[src/hw/rpi_defs.svh]
// Register map, field positions, reset values and timing for the relay panel block
// Overview of operation
// - With latching on and button-function switch 3 set, the reset button alone releases the latched trip output and keeps stored values.
// - With latching on and button-function switch 2 set, the step button alone releases the latched trip output and keeps stored values.
// - Indicator mode weights 1, 2, 4 and 8 select manual reset for low start, low trip, high start and high trip LEDs; a clear weight means self reset.
// - The indicator mode resets to 10 (starts self reset, trips manual); all four weights give 15.
// - The button-function group resets to 0 and only its three lowest switches act; switches four to eight are ignored.
// - The first three button-function switches select what step and reset do; both buttons together always clear LEDs, release latch, erase memory.
// - The indicator mode group is submenu 3 and the button-function group submenu 4 under the main selector group.
// - An eight-switch routing group sends switches 1 to 3 to auto-reclose start routing and switches 4 to 8 to stage blocking.
// - The measured value is shown on the three right digits with one LED naming the quantity shown.
// - Residual voltage is shown in percent of rated voltage and overflows above 25 percent.
// - A negative directional current shows a red minus sign on the leftmost digit.
// - A directional current above 100 percent shows an overflow pattern chosen by its sign.
// - Neutral current is shown in percent of the rated current of the energized input.
`ifndef RPI_DEFS_SVH
`define RPI_DEFS_SVH

`define RPI_ADDR_W        8
`define RPI_OFF_MAIN_SEL  8'h00
`define RPI_OFF_IND_MODE  8'h04
`define RPI_OFF_BTN_FUNC  8'h08
`define RPI_OFF_ROUTING   8'h0C
`define RPI_OFF_MENU_IDX  8'h10
`define RPI_OFF_MENU_DATA 8'h14
`define RPI_OFF_DISP_SEL  8'h18
`define RPI_OFF_STATUS    8'h1C

`define RPI_IND_MODE_RST  4'hA
`define RPI_BTN_FUNC_RST  8'h00
`define RPI_MAIN_SEL_RST  8'h00
`define RPI_ROUTING_RST   8'h00
`define RPI_LATCH_BIT     3
`define RPI_SUBMENU_MAIN  3'h0
`define RPI_SUBMENU_IND   3'h3
`define RPI_SUBMENU_BTN   3'h4
`define RPI_AR_LSB        0
`define RPI_AR_W          3
`define RPI_BLK_LSB       3
`define RPI_BLK_W         5

`define RPI_U0_OVF_PCT    10'h019
`define RPI_IPHI_OVF_PCT  10'h064

`define RPI_CLK_HZ        40000000
`define RPI_DEB_TIME_MS   5
`define RPI_DEB_CYCLES    ((`RPI_DEB_TIME_MS * `RPI_CLK_HZ) / 1000)

`endif

[src/hw/rpi_pkg.sv]
// Types shared by the relay panel block
package rpi_pkg;

	typedef enum logic [1:0] {DISP_U0, DISP_I0, DISP_IPHI} rpi_disp_e;

	typedef struct packed {
		logic clear;
		logic unlatch;
		logic erase;
	} rpi_act_s;

	typedef struct packed {
		logic [7:0]  main_sel;
		logic [3:0]  ind_mode;
		logic [7:0]  btn_func;
		logic [7:0]  routing;
		logic [2:0]  menu_idx;
		rpi_disp_e   disp_sel;
		logic [3:0]  led;
		logic        held;
		logic        trip_out;
		logic        erase;
		logic [9:0]  disp_val;
		logic        disp_neg;
		logic        disp_ovf;
		logic [2:0]  qled;
		logic [31:0] rdata;
	} rpi_state_s;

endpackage : rpi_pkg

[src/hw/rpi_debounce.sv]
// Push-button debouncer with one-cycle press pulse
`timescale 1ns/100ps
module rpi_debounce #(
	parameter int DEB_CYCLES = 200000
) (
	input  wire logic clk,
	input  wire logic reset,
	input  wire logic raw,
	output logic      level,
	output logic      press
);
	localparam int CW = $clog2(DEB_CYCLES + 1);

	typedef struct packed {
		logic [CW-1:0] cnt;
		logic          stable;
		logic          press;
	} rpi_deb_s;

	rpi_deb_s deb_reg;
	rpi_deb_s deb_next;

	// Refuse a count the counter cannot serve
	if (DEB_CYCLES < 1)
	begin : g_bad_deb
		$error("DEB_CYCLES must be at least 1");
	end

	always_comb
	begin
		deb_next = deb_reg;
		deb_next.press = 1'b0;
		if (raw == deb_reg.stable)
			deb_next.cnt = '0;
		else if (deb_reg.cnt == CW'(DEB_CYCLES - 1))
		begin
			deb_next.cnt = '0;
			deb_next.stable = raw;
			deb_next.press = raw;
		end
		else
			deb_next.cnt = deb_reg.cnt + CW'(1);
	end

	always_ff @(posedge clk)
	begin
		if (reset)
			deb_reg <= '0;
		else
			deb_reg <= deb_next;
	end

	assign level = deb_reg.stable;
	assign press = deb_reg.press;

endmodule : rpi_debounce

[src/hw/rpi_top.sv]
// Relay panel indicator, button, routing and display logic
//
// The register offsets and the plain strobed port were left to the implementer.
`timescale 1ns/100ps
`include "rpi_defs.svh"
module rpi_top
	import rpi_pkg::*;
#(
	parameter int DEB_CYCLES = `RPI_DEB_CYCLES
) (
	input  wire logic                   clk,
	input  wire logic                   reset,
	input  wire logic [`RPI_ADDR_W-1:0] addr,
	input  wire logic [31:0]            wdata,
	input  wire logic                   wr,
	input  wire logic                   rd,
	output logic      [31:0]            rdata,
	input  wire logic                   step_btn,
	input  wire logic                   reset_btn,
	input  wire logic                   start_lo,
	input  wire logic                   trip_lo,
	input  wire logic                   start_hi,
	input  wire logic                   trip_hi,
	input  wire logic [9:0]             residual_voltage,
	input  wire logic [9:0]             neutral_current,
	input  wire logic signed [10:0]     dir_current,
	output logic      [3:0]             ind_led,
	output logic                        trip_out,
	output logic                        erase_mem,
	output logic      [`RPI_AR_W-1:0]   ar_start_route,
	output logic      [`RPI_BLK_W-1:0]  block_route,
	output logic      [9:0]             disp_value,
	output logic                        disp_minus,
	output logic                        disp_overflow,
	output logic      [2:0]             quantity_led
);
	rpi_state_s st_reg;
	rpi_state_s st_next;
	logic [1:0] btn_raw;
	logic [1:0] btn_level;
	logic [1:0] btn_press;
	logic       step_only;
	logic       rst_only;
	logic       both_btn;
	logic       latch_en;
	logic       trip_any;
	logic [3:0] events;
	rpi_act_s   act;

	// Refuse debounce counts outside the served range
	if (DEB_CYCLES < 1 || DEB_CYCLES > 1000000)
	begin : g_bad_deb
		$error("DEB_CYCLES out of range");
	end

	assign btn_raw = {reset_btn, step_btn};

	genvar gi;
	generate
		for (gi = 0; gi < 2; gi++)
		begin : g_btn
			rpi_debounce #(
				.DEB_CYCLES (DEB_CYCLES)
			) u_deb (
				.clk   (clk),
				.reset (reset),
				.raw   (btn_raw[gi]),
				.level (btn_level[gi]),
				.press (btn_press[gi])
			);
		end
	endgenerate

	assign both_btn  = (btn_press[0] & btn_level[1]) | (btn_press[1] & btn_level[0]);
	assign step_only = btn_press[0] & ~btn_level[1];
	assign rst_only  = btn_press[1] & ~btn_level[0];

	function automatic rpi_act_s btn_action(
		input logic [2:0] f,
		input logic       stp,
		input logic       rst,
		input logic       bth
	);
		rpi_act_s a;
		a = '0;
		if (bth)
			a = '{clear: 1'b1, unlatch: 1'b1, erase: 1'b1};
		else if (rst)
		begin
			a.clear = 1'b1;
			a.unlatch = f[2];
		end
		else if (stp)
		begin
			a.clear = f[0] | f[1];
			a.unlatch = f[1];
		end
		return a;
	endfunction : btn_action

	assign act      = btn_action(st_reg.btn_func[2:0], step_only, rst_only, both_btn);
	assign latch_en = st_reg.main_sel[`RPI_LATCH_BIT];
	assign trip_any = trip_lo | trip_hi;
	assign events   = {trip_hi, start_hi, trip_lo, start_lo};

	always_comb
	begin
		logic [10:0] mag;
		mag = '0;
		st_next = st_reg;
		st_next.erase = act.erase;
		st_next.rdata = '0;

		if (wr)
		begin
			unique case (addr)
				`RPI_OFF_MAIN_SEL: st_next.main_sel = wdata[7:0];
				`RPI_OFF_IND_MODE: st_next.ind_mode = wdata[3:0];
				`RPI_OFF_BTN_FUNC: st_next.btn_func = wdata[7:0];
				`RPI_OFF_ROUTING:  st_next.routing = wdata[7:0];
				`RPI_OFF_MENU_IDX: st_next.menu_idx = wdata[2:0];
				`RPI_OFF_MENU_DATA:
				begin
					if (st_reg.menu_idx == `RPI_SUBMENU_IND)
						st_next.ind_mode = wdata[3:0];
					else if (st_reg.menu_idx == `RPI_SUBMENU_BTN)
						st_next.btn_func = wdata[7:0];
					else if (st_reg.menu_idx == `RPI_SUBMENU_MAIN)
						st_next.main_sel = wdata[7:0];
				end
				`RPI_OFF_DISP_SEL:
				begin
					if (wdata[1:0] != 2'h3)
						st_next.disp_sel = rpi_disp_e'(wdata[1:0]);
				end
				default: ;
			endcase
		end

		if (rd)
		begin
			unique case (addr)
				`RPI_OFF_MAIN_SEL: st_next.rdata = {24'h000000, st_reg.main_sel};
				`RPI_OFF_IND_MODE: st_next.rdata = {28'h0000000, st_reg.ind_mode};
				`RPI_OFF_BTN_FUNC: st_next.rdata = {24'h000000, st_reg.btn_func};
				`RPI_OFF_ROUTING:  st_next.rdata = {24'h000000, st_reg.routing};
				`RPI_OFF_MENU_IDX: st_next.rdata = {29'h00000000, st_reg.menu_idx};
				`RPI_OFF_MENU_DATA:
				begin
					if (st_reg.menu_idx == `RPI_SUBMENU_IND)
						st_next.rdata = {28'h0000000, st_reg.ind_mode};
					else if (st_reg.menu_idx == `RPI_SUBMENU_BTN)
						st_next.rdata = {24'h000000, st_reg.btn_func};
					else if (st_reg.menu_idx == `RPI_SUBMENU_MAIN)
						st_next.rdata = {24'h000000, st_reg.main_sel};
				end
				`RPI_OFF_DISP_SEL: st_next.rdata = {30'h00000000, st_reg.disp_sel};
				`RPI_OFF_STATUS:
					st_next.rdata = {26'h0000000, st_reg.held, st_reg.trip_out, st_reg.led};
				default: ;
			endcase
		end

		// manual LEDs hold, self LEDs follow; set wins
		for (int i = 0; i < 4; i++)
			st_next.led[i] = events[i] | (st_reg.ind_mode[i] & st_reg.led[i] & ~act.clear);

		st_next.held = latch_en & (trip_any | (st_reg.held & ~act.unlatch));
		st_next.trip_out = trip_any | st_next.held;

		st_next.disp_neg = 1'b0;
		st_next.disp_ovf = 1'b0;
		unique case (st_reg.disp_sel)
			DISP_U0:
			begin
				st_next.disp_val = residual_voltage;
				st_next.disp_ovf = residual_voltage > `RPI_U0_OVF_PCT;
				st_next.qled = 3'h1;
			end
			DISP_I0:
			begin
				st_next.disp_val = neutral_current;
				st_next.qled = 3'h2;
			end
			DISP_IPHI:
			begin
				// sign and signed overflow
				// Eleven bits so full-scale negative still overflows
				mag = dir_current[10] ? 11'(-dir_current) : 11'(dir_current);
				st_next.disp_val = mag[9:0];
				st_next.disp_neg = dir_current[10];
				st_next.disp_ovf = mag > 11'(`RPI_IPHI_OVF_PCT);
				st_next.qled = 3'h4;
			end
		endcase
	end

	always_ff @(posedge clk)
	begin
		if (reset)
		begin
			st_reg <= '0;
			st_reg.ind_mode <= `RPI_IND_MODE_RST;
			st_reg.btn_func <= `RPI_BTN_FUNC_RST;
			st_reg.main_sel <= `RPI_MAIN_SEL_RST;
			st_reg.routing <= `RPI_ROUTING_RST;
			st_reg.disp_sel <= DISP_U0;
			st_reg.qled <= 3'h1;
		end
		else
			st_reg <= st_next;
	end

	assign rdata          = st_reg.rdata;
	assign ind_led        = st_reg.led;
	assign trip_out       = st_reg.trip_out;
	assign erase_mem      = st_reg.erase;
	assign ar_start_route = st_reg.routing[`RPI_AR_LSB +: `RPI_AR_W];
	assign block_route    = st_reg.routing[`RPI_BLK_LSB +: `RPI_BLK_W];
	assign disp_value     = st_reg.disp_val;
	assign disp_minus     = st_reg.disp_neg;
	assign disp_overflow  = st_reg.disp_ovf;
	assign quantity_led   = st_reg.qled;
endmodule : rpi_top

[config.mk]
export PLATFORM = sky130hd
export DESIGN_NAME = rpi_top
export DESIGN_NICKNAME = d
export VERILOG_FILES = /design/src/hw/rpi_pkg.sv /design/src/hw/rpi_debounce.sv /design/src/hw/rpi_top.sv
export VERILOG_INCLUDE_DIRS = /design/src /design/src/hw
export SDC_FILE = /design/constraint.sdc
export NUM_CORES = 1
export LEC_CHECK = 0
export ABC_AREA = 1
export BUFFER_PORTS_ARGS = -buffer_cell sky130_fd_sc_hd__buf_4
export CORE_MARGIN = 5
export CORE_UTILIZATION = 55
export DETAILED_ROUTE_END_ITERATION = 8
export GPL_TIMING_DRIVEN = 0
export PLACE_DENSITY_LB_ADDON = 0.3
export REMOVE_ABC_BUFFERS = 1
export SETUP_SLACK_MARGIN = 0.1
export SLEW_MARGIN = 30
export SYNTH_ARGS = -nofsm -noshare
export SYNTH_HDL_FRONTEND = slang
export SYNTH_HIERARCHICAL = 1
export SYNTH_SLANG_ARGS = --single-unit
[constraint.sdc]
create_clock -name clk -period 2.7 [get_ports clk]
set_input_delay 0.405 -clock clk [delete_from_list [all_inputs] [get_ports clk]]
set_output_delay 0.405 -clock clk [all_outputs]
set_load 0.01 [all_outputs]
# == Yosys cells after proc, flatten, opt, wreduce, memory -nomap -nowiden ==
# Cells that the tools add are included.
# classes
add_sub_neg,3
order_cmp,2
n_eq_ne,21
mux,21
n_bitwise,33
n_reduce_logical,20
# op_table
operator,count
two-way mux 8 bit,8
one-hot mux 8 bit (8 select lines),1
"adder 18 x 1 -> 18 bit, second input constant",2
"== test 18 bit, second input constant",2
"== test 8 x 5 -> 1 bit, second input constant",4
one-hot mux 8 bit (2 select lines),2
one-hot mux 10 bit (3 select lines),1
"== test 8 x 4 -> 1 bit, second input constant",2
AND 1 bit,14
"!= test 2 bit, second input constant",6
OR reduction 3 bit,4
"greater-than comparator 11 x 7 -> 1 bit, second input constant",1
two-way mux 11 bit,1
negator 11 bit,1
"greater-than comparator 10 x 5 -> 1 bit, second input constant",1
inverter 1 bit,10
OR 1 bit,9
one-hot mux 3 bit (3 select lines),1
"== test 8 x 3 -> 1 bit, second input constant",1
zero test 8 bit,1
one-hot mux 4 bit (2 select lines),1
AND reduction 2 bit,4
two-way mux 2 bit,3
AND reduction 3 bit,2
14 further kinds,18
# word_totals
register_bits,127
inputBits,81

# == Depth between registers and ports, before layout ==
# depth
word_depth,10
depth_mapped,14
mapped_depth_nobuf,14

# == Hierarchy ==
# Netlist, hierarchy kept.
# by_module_without_submodules
module,n_inst,cells_per_inst,area_per_inst_um2,seq_area_each_um2
rpi_top,1,538,3592.2,1261.2
rpi_debounce,2,154,1093.5,400.4

# == Least setup slack after synthesis ==
# No wires, ideal clock.
# synth_path
kind,input to register
from,in dir_current[0]
to,reg st_reg (netlist bit disp_overflow)
t_arrival_ns,1.322
required_ns,2.588
slack_ns,1.265
path_stages,10
path_buffers,0
cell_sequence,inv_1 ha_1 nand2_1 nor2_1 o21ai_0 nand2_1 nor2_1 nand3_1 nand2_1 nand2_1
# synth_via
elab_chain_cells,4
# synth_rtl
item,line,rtl
start: declaration,rpi_top.sv:26,"input wire logic signed [10:0] dir_current,"
negator 11 bit,rpi_top.sv:189,mag = dir_current[10] ? 11'(-dir_current) : 11'(dir_current);
two-way mux 11 bit (*),rpi_top.sv:189,
greater-than comparator 11 x 7 -> 1 bit (*),rpi_top.sv:192,st_next.disp_ovf = mag > 11'(`RPI_IPHI_OVF_PCT);
one-hot mux 1 bit (2 select lines) (*),rpi_top.sv:173,unique case (st_reg.disp_sel)
end signal: assignment,rpi_top.sv:211,st_reg <= st_next;
end: declaration,rpi_top.sv:37,rpi_state_s st_reg;
# Every way passes the cells marked *; elsewhere a longest branch is shown, timed or not.
# A chain may end at the register's enable or synchronous reset.

# == Final worst setup path ==
# layout_path
from,reg st_reg[54] (netlist name)
to,reg st_reg (netlist bit disp_value[5])
# layout_via
elab_chain_cells,2
elab_cells_between_ends,4
# layout_rtl
item,line
== test 2 bit (tied with other cells),rpi_top.sv:173
one-hot mux 10 bit (3 select lines) (*),rpi_top.sv:173
# Marks and branches as above.

==> run metrics <==
status=completed; detailed-router iteration count before antenna repair=7; GR Overflow Total=0; slowest CP cell=ha_1; Slew Limit Fails=0; Clock Root Buffer=clkbuf_8; Skew-Pair Late Insertion Delay=0.38 ns; fmax=550 MHz; Worst setup SP type=flop; Crit path top cell by count=a21oi_1; static leakage=2.73 nW; Worst Setup End Kind=flop; yosys warns=6; Seq/Total Area, Yosys=0.357; P per Cell Area=436 mW/mm²; crit path setup slack, layout=0.881 ns; pre-CTS setup slack=0.879 ns; slowest cell delay on critical path=0.53 ns; Max-cap violations=0; antenna violations before repair=0; crit-path max FO=12; Port-buffer cells=93; Routability Congestion=0.928; hold path depth=3; largest net degree at the start of global routing=44; Reg power frac=0.551; clock sinks=103; CP Data Arrival Time=2.09 ns; max reg flops=36; sw frac=0.258; WHS=0.264 ns; Yosys cell types=38; Worst Hold Class=in -> reg; CTS resizes=0; DRC viols=0; type of the worst setup path=reg -> reg; CP required=2.97 ns; Yosys top cell by area=dfxtp_1; fin crit period=1.82 ns; Buf/Inv on CP=2; Clock Skews=0.0163 ns; Psw=0.725 mW; H-tree depth=3; Final ANT Viol Nets=0; CP Cell Sequence=inv_1 > ha_1 > clkinv_1 > a21oi_1 > a21oi_1; number of hold buffers added after CTS=0; DR vias=5184; total wire length=13000 µm; main area contributors after synthesis=dfxtp_1 36%, nand2_1 11%, nor2_1 8.2%, buf_4 7.4%, inv_1 6.0%; total negative slack=0 ns; Final Setup Violations=0; Placement Rows=37; RSZ-0062 raised after global routing=false; Worst slew margin=0.596; Slew @ Worst Pin=0.606 ns; Die X=113 µm; Post-synth EDFFs=0; post-synth top area share=0.357; internal power=2.08 mW; post-DR vias/cell=4.96; Initial Util=0.562; Area growth, synth to finish=11.3%; wire per inst=12.4 µm; first-pass GRT wire length=22000 µm; Post-Syn Area=0.00578 mm²; flops & latches, synth=103; share of cells above drive strength 1=0.179; hpwl dp=9860 µm; Antenna diodes=0; Core Box Area=0.0103 mm²; R2R depth=5; Top FF cell, synth=dfxtp_1; nets@finish=993; Largest delay share family, worst path=adder cells; vias in the first global route=4777; Die Area=0.0127 mm²; Max clock buf depth=2; final period utilization=0.674; # IOs=142; CTS tree=done; Peak VDD IR=0.232 mV; Logic pwr share=0.090; CTS Buf Count=9; GRT Util Overall=0.205; syn_area_per_cell=6.83 µm²; Reg clk slew, reported paths=0.12 ns; Syn Inst Count=846; Clk pwr share=0.358; Die Height=113 µm; count of final hold-check violations=0; Iter 0 DRT Violations=257; WP depth=5; setup bufs post-CTS=0; most frequent cells after synthesis=177 x nand2_1, 127 x nor2_1, 103 x dfxtp_1, 93 x inv_1, 62 x o21ai_0; cell with the most instances after synthesis=nand2_1; Post-synth ARST share=0
-- layout make-up --
class                           instances  area [µm²]
Fill cell                             976        3840
Multi-Input combinational cell        599        2920
Sequential cell                       103        2060
Timing Repair Buffer                   93         698
Inverter                               99         377
Tap cell                              136         170
Clock buffer                            9         124
Clock inverter                          7        77.6
-- metal layers --
| metal | part of all wire | wire length [µm] | GRT usage |
|---|---|---|---|
| met1 | 0.45 | 5780 | 0.271 |
| met2 | 0.47 | 6080 | 0.348 |
| met3 | 0.075 | 973 | 0.0350 |
| met4 | 0.012 | 151 | 0.0545 |
| met5 | 0 | 0 | 0 |
-- path summary, 6_finish.rpt --
kind	from	endpoint	slack [ns]
min	wdata[6]	st_reg[85]	0.26
max reg2reg	st_reg[54]	disp_value[5]	0.88
max	st_reg[54]	disp_value[5]	0.88
min reg2reg	g_btn[1].u_deb/deb_reg[2]	g_btn[1].u_deb/deb_reg[2]	0.48
-- power by group through the flow --
| stage | Sequential (mW) | Clock [mW] | Combinational (mW) |
|---|---|---|---|
| after CTS | 1.55 | 1.03 | 0.252 |
| after global routing | 1.55 | 1.10 | 0.283 |
| after global placement | 1.58 | 0 | 0.249 |
| final | 1.55 | 1.01 | 0.253 |
| after floorplan | 1.59 | 0 | 0.112 |
| after detailed placement | 1.58 | 0 | 0.251 |
-- layout by cell type, fill, tap and decap left out, drive strengths merged, types with 2 or more instances in the layout --
| cell type | Yosys | final |
|---|---|---|
| clkbuf | 8 | 9 |
| xor2 | 10 | 10 |
| xnor2 | 2 | 2 |
| nand3b | 4 | 4 |
| nor2 | 159 | 159 |
| ha | 7 | 7 |
| nor3 | 19 | 19 |
| nand4 | 10 | 10 |
| o21bai | 2 | 2 |
| nand3 | 47 | 47 |
| a21oi | 56 | 56 |
| o21ai | 63 | 63 |
| nand2 | 186 | 186 |
| dfxtp | 103 | 103 |
| inv | 97 | 100 |
| conb | 1 | 24 |
| o211ai | 3 | 3 |
| buf | 60 | 93 |
| clkinv | 2 | 4 |
-- stage by stage --
step / utilization / instances / cell area, µm² / total power [mW]
6_report: 0.626 / 1046 / 6430 / 2.81
5_1_grt: 0.626 / 1046 / 6430 / 2.93
4_1_cts: 0.626 / 1046 / 6430 / 2.83
3_5_place_dp: 0.606 / 1030 / 6230 / 1.83
3_3_place_gp: 0.606 / 1030 / 6230 / 1.83
2_1_floorplan: - / 801 / 5360 / 1.70
-- tightest hold or removal path, cell delays in order --
cell,delay (ns)
buf_4,0.09
nor2_1,0.04
nor2_1,0.08
-- logic make-up after synthesis --
group           after synthesis  share of synthesized area
fa+ha+maj                     7                     0.0152
other cells                   1                   0.000649
flops                       103                      0.357
compound gates              131                      0.124
buf+inv                     167                      0.152
simple gates                425                      0.333
xor+xnor                     12                     0.0182
(Power assumes the default switching activity.)
